File: config.mk
export PLATFORM = sky130hd
export DESIGN_NAME = marp_regbank
export DESIGN_NICKNAME = d
export VERILOG_FILES = /design/src/design/marp_pkg.sv /design/src/design/marp_regbank.sv
export SDC_FILE = /design/constraint.sdc
export NUM_CORES = 1
export LEC_CHECK = 0
export BUFFER_PORTS_ARGS = -buffer_cell sky130_fd_sc_hd__buf_2
export CORE_MARGIN = 8
export CORE_UTILIZATION = 50
export DETAILED_ROUTE_END_ITERATION = 16
export GPL_ROUTABILITY_DRIVEN = 0
export PLACE_DENSITY = 0.75
export SYNTH_ARGS = -nofsm -noshare
export SYNTH_HDL_FRONTEND = slang
export SYNTH_SLANG_ARGS = --single-unit
File: constraint.sdc
create_clock -name mclk -period 3 [get_ports mclk]
set_input_delay 0.45 -clock mclk [delete_from_list [all_inputs] [get_ports mclk]]
set_output_delay 0.45 -clock mclk [all_outputs]
set_load 0.01 [all_outputs]
File: src/design/marp_pkg.sv
// package: offsets, reset values, field layout and carriers of the alarm/power register bank
package marp_pkg;

    localparam int ADDR_W = 7;
    localparam int DATA_W = 16;
    localparam int THR_W = 12;
    localparam int HYST_W = 8;

    // ****************************************
    // register offsets
    // ****************************************
    localparam logic [6:0] OFS_RA_UPPER = 7'h64;
    localparam logic [6:0] OFS_RA_LOWER = 7'h65;
    localparam logic [6:0] OFS_RB_UPPER = 7'h66;
    localparam logic [6:0] OFS_RB_LOWER = 7'h67;
    localparam logic [6:0] OFS_AUX_HYST_A = 7'h68;
    localparam logic [6:0] OFS_AUX_HYST_B = 7'h69;
    localparam logic [6:0] OFS_TEMP_HYST = 7'h6A;
    localparam logic [6:0] OFS_POWER = 7'h6B;
    localparam logic [6:0] OFS_MODEL_ID = 7'h6C;
    localparam logic [6:0] OFS_SOFT_RST = 7'h7C;

    // ****************************************
    // reset values and writable-bit masks
    // ****************************************
    localparam logic [15:0] RST_UPPER = 16'h07FF;
    localparam logic [15:0] RST_LOWER = 16'h0800;
    localparam logic [15:0] RST_AUX_HYST = 16'h0810;
    localparam logic [15:0] RST_TEMP_HYST = 16'h2108;
    localparam logic [15:0] RST_POWER = 16'h0000;
    localparam logic [15:0] MASK_THR = 16'h0FFF;
    localparam logic [15:0] MASK_AUX_HYST = 16'h7FFE;
    localparam logic [15:0] MASK_TEMP_HYST = 16'h7FFF;
    localparam logic [15:0] MASK_POWER = 16'h7FFE;
    localparam logic [15:0] SOFT_RST_KEY = 16'h6600;
    localparam logic [15:0] ZERO_WORD = 16'h0000;

    // ****************************************
    // field positions
    // ****************************************
    localparam int AUX_HI_LSB = 8;
    localparam int AUX_LO_LSB = 1;
    localparam int AUX_HYST_W = 7;
    localparam int RB_HYST_LSB = 10;
    localparam int RA_HYST_LSB = 5;
    localparam int LT_HYST_LSB = 0;
    localparam int TEMP_HYST_W = 5;
    localparam int HYST_FRAC_W = 3;
    localparam int PWR_CONV_BIT = 14;
    localparam int PWR_REF_BIT = 13;
    localparam int PWR_DAC0_BIT = 12;
    localparam int DAC_COUNT = 12;

    typedef struct packed {
        logic wr;
        logic rd;
        logic [ADDR_W-1:0] addr;
        logic [DATA_W-1:0] wdata;
    } marp_req_s;

    typedef struct packed {
        logic [AUX_HYST_W-1:0] aux_input0_hyst;
        logic [AUX_HYST_W-1:0] aux_input1_hyst;
        logic [AUX_HYST_W-1:0] aux_input2_hyst;
        logic [AUX_HYST_W-1:0] aux_input3_hyst;
        logic [HYST_W-1:0] local_temp_hyst;
    } marp_hyst_s;

    typedef struct packed {
        logic converter_power_on;
        logic refbuf_power_on;
        logic [DAC_COUNT-1:0] dac_channel_power_on;
    } marp_power_s;

endpackage : marp_pkg

File: src/design/marp_regbank.sv
// monitor alarm thresholds, hysteresis, power control, identity and soft reset registers
//
// Contract
// - threshold top four bits read zero
// - remote A upper at 64h, reset 07FFh
// - remote A lower at 65h, reset 0800h
// - remote B bounds at 66h/67h with resets
// - each alarm uses its own hysteresis
// - aux 0/1 hysteresis at 68h, reset 0810h
// - aux 2/3 hysteresis at 69h, reset 0810h
// - temperature hysteresis fields at 6Ah, 2108h
// - temperature hysteresis is field times eight
// - power register clears to zero at reset
// - bit 14 one runs the converter
// - bit 13 one powers reference buffer
// - bits 12..1 power DAC0..DAC11
// - read-only identity code at 6Ch
// - soft reset restores defaults, DAC data kept
// - hardware reset restores every register
// - four-wire mode: 6600h write resets
// - two-wire mode: any byte write resets
// - out-of-window input sets alarm flag
module marp_regbank
    import marp_pkg::*;
#(
    // arbitrary neutral value, not a real part code
    parameter logic [DATA_W-1:0] MODEL_ID = 16'h5A5A
) (
    input wire logic mclk,
    input wire logic rst_n,
    input wire logic two_wire_mode,
    input wire marp_req_s reg_req,
    output logic [DATA_W-1:0] reg_rdata,
    output logic reg_rvalid,
    input wire logic remote_sensor_a_valid,
    input wire logic [THR_W-1:0] remote_sensor_a,
    input wire logic remote_sensor_b_valid,
    input wire logic [THR_W-1:0] remote_sensor_b,
    output logic [1:0] input_alarm_flag,
    output marp_hyst_s hyst_cfg,
    output marp_power_s power_ctl,
    output logic soft_reset_pulse
);

    // ****************************************
    // helpers
    // ****************************************
    function automatic logic [DATA_W-1:0] merge(input logic [DATA_W-1:0] old_v,
                                                input logic [DATA_W-1:0] new_v,
                                                input logic [DATA_W-1:0] mask);
        merge = (old_v & ~mask) | (new_v & mask);
    endfunction : merge

    // temperature hysteresis field widened to 0.125 degree units
    function automatic logic [HYST_W-1:0] temp_hyst(input logic [TEMP_HYST_W-1:0] f);
        temp_hyst = {f, {HYST_FRAC_W{1'b0}}};
    endfunction : temp_hyst

    // window check with hysteresis release; two extra bits avoid overflow at the limits
    function automatic logic alarm_next(input logic flag, input logic [THR_W-1:0] t,
                                        input logic [THR_W-1:0] up, input logic [THR_W-1:0] lo,
                                        input logic [HYST_W-1:0] h);
        logic signed [THR_W+1:0] ts;
        logic signed [THR_W+1:0] us;
        logic signed [THR_W+1:0] ls;
        logic signed [THR_W+1:0] hs;
        ts = signed'({{2{t[THR_W-1]}}, t});
        us = signed'({{2{up[THR_W-1]}}, up});
        ls = signed'({{2{lo[THR_W-1]}}, lo});
        hs = signed'({{(THR_W+2-HYST_W){1'b0}}, h});
        // once set, a flag can only clear by crossing back through the hysteresis band
        if (ts > us || ts < ls) begin
            alarm_next = 1'b1;
        end else if (flag && (ts > us - hs || ts < ls + hs)) begin
            alarm_next = 1'b1;
        end else begin
            alarm_next = 1'b0;
        end
    endfunction : alarm_next

    // DAC enables count down from bit 12, so DAC0 sits at the top of the field
    function automatic logic [DAC_COUNT-1:0] dac_map(input logic [DATA_W-1:0] p);
        for (int i = 0; i < DAC_COUNT; i++) begin
            dac_map[i] = p[PWR_DAC0_BIT - i];
        end
    endfunction : dac_map

    // ****************************************
    // register state
    // ****************************************
    logic [DATA_W-1:0] ra_up_q;
    logic [DATA_W-1:0] ra_up_d;
    logic [DATA_W-1:0] ra_lo_q;
    logic [DATA_W-1:0] ra_lo_d;
    logic [DATA_W-1:0] rb_up_q;
    logic [DATA_W-1:0] rb_up_d;
    logic [DATA_W-1:0] rb_lo_q;
    logic [DATA_W-1:0] rb_lo_d;
    logic [DATA_W-1:0] aux_a_q;
    logic [DATA_W-1:0] aux_a_d;
    logic [DATA_W-1:0] aux_b_q;
    logic [DATA_W-1:0] aux_b_d;
    logic [DATA_W-1:0] temp_h_q;
    logic [DATA_W-1:0] temp_h_d;
    logic [DATA_W-1:0] pwr_q;
    logic [DATA_W-1:0] pwr_d;
    logic [DATA_W-1:0] rdata_q;
    logic [DATA_W-1:0] rdata_d;
    logic rvalid_q;
    logic rvalid_d;
    logic srst_q;
    logic srst_d;
    logic [1:0] alarm_q;
    logic [1:0] alarm_d;
    logic clear_all;

    // ****************************************
    // reset control
    // ****************************************
    // soft reset lands one cycle after the triggering write
    // a register write in the pulse cycle is dropped, a key write there pulses again; the host leaves that cycle idle
    // mode is a steady level from the serial engine on this clock, so no synchroniser
    assign clear_all = !rst_n || srst_q;

    // ****************************************
    // write path
    // ****************************************
    always_comb begin
        ra_up_d = ra_up_q;
        ra_lo_d = ra_lo_q;
        rb_up_d = rb_up_q;
        rb_lo_d = rb_lo_q;
        aux_a_d = aux_a_q;
        aux_b_d = aux_b_q;
        temp_h_d = temp_h_q;
        pwr_d = pwr_q;
        srst_d = 1'b0;
        if (reg_req.wr) begin
            case (reg_req.addr)
                OFS_RA_UPPER: begin
                    ra_up_d = merge(ra_up_q, reg_req.wdata, MASK_THR);
                end
                OFS_RA_LOWER: begin
                    ra_lo_d = merge(ra_lo_q, reg_req.wdata, MASK_THR);
                end
                OFS_RB_UPPER: begin
                    rb_up_d = merge(rb_up_q, reg_req.wdata, MASK_THR);
                end
                OFS_RB_LOWER: begin
                    rb_lo_d = merge(rb_lo_q, reg_req.wdata, MASK_THR);
                end
                OFS_AUX_HYST_A: begin
                    aux_a_d = merge(aux_a_q, reg_req.wdata, MASK_AUX_HYST);
                end
                OFS_AUX_HYST_B: begin
                    aux_b_d = merge(aux_b_q, reg_req.wdata, MASK_AUX_HYST);
                end
                OFS_TEMP_HYST: begin
                    temp_h_d = merge(temp_h_q, reg_req.wdata, MASK_TEMP_HYST);
                end
                OFS_POWER: begin
                    pwr_d = merge(pwr_q, reg_req.wdata, MASK_POWER);
                end
                // key in four-wire mode, any byte in two-wire mode
                OFS_SOFT_RST: begin
                    srst_d = two_wire_mode || (reg_req.wdata == SOFT_RST_KEY);
                end
                default: begin
                    srst_d = 1'b0;
                end
            endcase
        end
    end

    always_ff @(posedge mclk) begin
        // both resets restore every register held here
        if (clear_all) begin
            ra_up_q <= RST_UPPER;
            ra_lo_q <= RST_LOWER;
            rb_up_q <= RST_UPPER;
            rb_lo_q <= RST_LOWER;
            aux_a_q <= RST_AUX_HYST;
            aux_b_q <= RST_AUX_HYST;
            temp_h_q <= RST_TEMP_HYST;
            pwr_q <= RST_POWER;
        end else begin
            ra_up_q <= ra_up_d;
            ra_lo_q <= ra_lo_d;
            rb_up_q <= rb_up_d;
            rb_lo_q <= rb_lo_d;
            aux_a_q <= aux_a_d;
            aux_b_q <= aux_b_d;
            temp_h_q <= temp_h_d;
            pwr_q <= pwr_d;
        end
    end

    // only the hardware reset clears the pulse, so a soft reset ends itself
    always_ff @(posedge mclk) begin
        if (!rst_n) begin
            srst_q <= 1'b0;
        end else begin
            srst_q <= srst_d;
        end
    end

    // ****************************************
    // read path
    // ****************************************
    // a read and a write in one cycle return the old value
    always_comb begin
        rvalid_d = reg_req.rd;
        rdata_d = ZERO_WORD;
        if (reg_req.rd) begin
            case (reg_req.addr)
                OFS_RA_UPPER: rdata_d = ra_up_q;
                OFS_RA_LOWER: rdata_d = ra_lo_q;
                OFS_RB_UPPER: rdata_d = rb_up_q;
                OFS_RB_LOWER: rdata_d = rb_lo_q;
                OFS_AUX_HYST_A: rdata_d = aux_a_q;
                OFS_AUX_HYST_B: rdata_d = aux_b_q;
                OFS_TEMP_HYST: rdata_d = temp_h_q;
                OFS_POWER: rdata_d = pwr_q;
                OFS_MODEL_ID: rdata_d = MODEL_ID;
                // soft reset register has no readable content
                default: rdata_d = ZERO_WORD;
            endcase
        end
    end

    always_ff @(posedge mclk) begin
        if (!rst_n) begin
            rdata_q <= ZERO_WORD;
            rvalid_q <= 1'b0;
        end else begin
            rdata_q <= rdata_d;
            rvalid_q <= rvalid_d;
        end
    end

    // ****************************************
    // remote sensor alarms
    // ****************************************
    always_comb begin
        alarm_d = alarm_q;
        // remote A with its own hysteresis
        if (remote_sensor_a_valid) begin
            alarm_d[0] = alarm_next(alarm_q[0], remote_sensor_a, ra_up_q[THR_W-1:0],
                ra_lo_q[THR_W-1:0], temp_hyst(temp_h_q[RA_HYST_LSB +: TEMP_HYST_W]));
        end
        // remote B with its own hysteresis
        if (remote_sensor_b_valid) begin
            alarm_d[1] = alarm_next(alarm_q[1], remote_sensor_b, rb_up_q[THR_W-1:0],
                rb_lo_q[THR_W-1:0], temp_hyst(temp_h_q[RB_HYST_LSB +: TEMP_HYST_W]));
        end
    end

    // soft reset drops the flags too, so none outlives its thresholds
    always_ff @(posedge mclk) begin
        if (clear_all) begin
            alarm_q <= 2'h0;
        end else begin
            alarm_q <= alarm_d;
        end
    end

    // ****************************************
    // outputs, all from flops
    // ****************************************
    assign reg_rdata = rdata_q;
    assign reg_rvalid = rvalid_q;
    assign input_alarm_flag = alarm_q;
    assign soft_reset_pulse = srst_q;

    // ****************************************
    // hysteresis and power fields
    // ****************************************
    // aux fields in raw code steps
    assign hyst_cfg.aux_input0_hyst = aux_a_q[AUX_HI_LSB +: AUX_HYST_W];
    assign hyst_cfg.aux_input1_hyst = aux_a_q[AUX_LO_LSB +: AUX_HYST_W];
    assign hyst_cfg.aux_input2_hyst = aux_b_q[AUX_HI_LSB +: AUX_HYST_W];
    assign hyst_cfg.aux_input3_hyst = aux_b_q[AUX_LO_LSB +: AUX_HYST_W];
    // local hysteresis low three bits forced zero
    assign hyst_cfg.local_temp_hyst = temp_hyst(temp_h_q[LT_HYST_LSB +: TEMP_HYST_W]);

    assign power_ctl.converter_power_on = pwr_q[PWR_CONV_BIT];
    assign power_ctl.refbuf_power_on = pwr_q[PWR_REF_BIT];
    // DAC order runs downward from bit 12
    assign power_ctl.dac_channel_power_on = dac_map(pwr_q);

endmodule : marp_regbank

==> out/metrics.cfg <==
[run_status]
status=finished, violations left
violations=negative setup slack

[synth]
yosysWarnings=0
ys.flop_type=dfxtp_1
synth.distinct_cells=62
synthArstFlopShare=0
synth_edf_count=0
synth_largest_area_cell=dfxtp_1
ys_top_cells_by_area=dfxtp_1 (31%), ha_1 (16%), nand2_1 (11%)
avgSynthCellArea_sq_um=7.979
synth.top_cell.area_share=0.3072
synth_most_common_cell=nand2_1
synth.yosys.seq_area_share=0.3072
netlist_area_sq_mm=0.008147
ys_seq_elements=125
netlist_instances=1021
synth_common_cells=nand2_1 (243), dfxtp_1 (125), a21oi_1 (114)

[floorplanning]
fp.dieW_microns=143.6
die_area_sq_mm=0.02063
ios=124
core_sq_mm=0.01589
die_y_microns=143.6
rows=46
start_util=0.5128

[clocking]
clockBufferDepth=2
clk_latency_ns=0.43
cts_hold_buf=0
h-tree-depth=4
cts_root_buffer=clkbuf_16
numCtsBuffers=17
cts_tree=built
cts.clk_slew.worst_paths_ns=0.06
cts.sinks=125

[worst_setup_path]
cp.arrival_ns=3.46
crit_path_end_kind=register
required_ns=3.31
crit_type=reg -> reg
cp-start-kind=register
crit_fanout=3

[pwr]
p_leak_nw=4.389
irDropWorstVdd_mv=0.4206
p_per_area_mw_per_mm2=409.2

[layout]
fin_util=0.6259
nNetsFinal=1327
drive_gt1_frac=0.2323
antenna_cells=0
syn2layout_area_growth_pct=22.04

[sta]
layout_setup_ws_ns=-0.1489
relSlewSlack=0.5143
tightest_slew_ns=0.7286
hold_ws_ns=0.2924
slew_viol_final=0
final_hold_viol_count=0
fin_skew_ns=0.01024
timing.fmax_mhz=317.6
period_share=1.050
setup_tns_ns=-0.2261
period_minus_slack_ns=3.149
final-setup-viol-count=2
rsz0062_at_grt=yes

[routing]
dr.first_iter.drc_count=1011
met1Wirelength_mm=11.16
routed-wl-met3_mm=3.382
post-route-drc-count=0
vias=8291
post_drt_wl_per_cell_microns=20.06
routed_wl_mm=27.91
wl_met2_mm=12.50
first_pass_iters=6
top_layer_used=met4
antenna_left=0
avgViaCountPerCell=5.960

[grt]
antenna_found_initial=0
grt_overflow_total=0
grt.total_usage=0.2674
grt_pass1_wl_mm=42.37
grt_max_degree=34
first_global_vias=7780

[place]
port_buffers=120
place_hpwl_mm=20.74

[min_path]
holdCritPathClass=in -> reg

[run]
cap_violations=0

## routing by layer
metal / vias up / global-route usage
met5: - / 0
met4: 0 / 0.08467
met3: 75 / 0.07731
met2: 509 / 0.4193
met1: 3862 / 0.3465
li1: 3845 / -
## metrics by stage
step	total power, mW	area [sq um]	std cells	worst slack [ns]
2_1_floorplan	1.920	8179	1024	0.0005203
3_3_place_gp	2.065	9215	1358	-0.09391
3_5_place_dp	2.072	9215	1358	-0.1786
4_1_cts	4.048	9839	1390	-0.1284
5_1_grt	4.176	9942	1391	-0.3180
6_report	4.069	9942	1391	-0.1489
## cell type report
cell class,count,area (sq um)
Fill cell,1387,5943
Multi-Input combinational cell,762,5230
Sequential cell,125,2512
Timing Repair Buffer,184,1081
Clock buffer,18,439.2
Inverter,73,274.0
Tap cell,216,270.3
Clock inverter,13,135.1
## cells in the final DEF (no fill, tap or decap), types with 5 or more instances in the layout
cell type  count
nand2_1      243
buf_2        120
dfxtp_1      119
a21oi_1      107
ha_1         102
inv_1         69
buf_4         64
a21o_1        25
o211ai_1      25
xnor2_1       24
nand3_1       21
o21ai_0       21
clkbuf_16     17
nor2_1        13
a22oi_1       13
nand4_1       12
and3_1        10
mux2i_1       10
a31oi_1       10
mux4_2         9
nor3_2         7
a21oi_2        7
nor3_1         7
nand2b_1       6
a221oi_1       6
nor2b_1        5
o22ai_1        5
dfxtp_2        5
## worst paths after layout
path | startpoint | endpoint | slack (ns) | cells after the start
max | temp_h_q[6] | input_alarm_flag[0] | -0.15 | 16
min | remote_sensor_b_valid | input_alarm_flag[1] | 0.29 | 3
max reg2reg | temp_h_q[6] | input_alarm_flag[0] | -0.15 | 16
min reg2reg | input_alarm_flag[1] | input_alarm_flag[1] | 0.47 | 2
## flip-flops by register name, indices dropped and copies added (netlist names)
signal	count
ra_up_q	12
input_alarm_flag	2
reg_rvalid	1
rb_up_q	12
rb_lo_q	12
aux_b_q	14
temp_h_q	15
soft_reset_pulse	1
aux_a_q	14
pwr_q	14
reg_rdata	16
ra_lo_q	12
## kinds of logic after synthesis
kind of cell	count (synthesis)	synth area share
AOI/OAI and AO/OA	249	0.1888
xor gates and xnor gates	28	0.03010
muxes	20	0.03855
and+or+nand+nor	351	0.1906
other	1	0.0004603
buffers and inverters	137	0.07172
adders and majority gates	110	0.1726
DFF	125	0.3072
## power by group
part	leakage [nW]	internal (mW)	switching [mW]
clock	0.269	1.18	0.836
sequential	1.01	1.67	0.00618
combinational	3.11	0.141	0.242
## repair_timing
item | CTS | global route
setup buffers | 1 | 1
pin swaps | 13 | 31
setup endpoints to repair | 2 | 2
gates resized for setup | 12 | 24
## critical path, cell delays in order, from the launching register on
cell	delay, ns
dfxtp_2	0.35
inv_2	0.06
buf_4	0.13
fa_1	0.40
inv_1	0.07
a21oi_1	0.06
o21bai_1	0.19
a21o_1	0.17
nand2b_1	0.07
xnor2_1	0.13
ha_1	0.30
nand4_1	0.12
a21oi_1	0.06
a2111oi_2	0.34
mux2_2	0.23
a21oi_2	0.05
a311o_1	0.31
(Power assumes the default switching activity.)
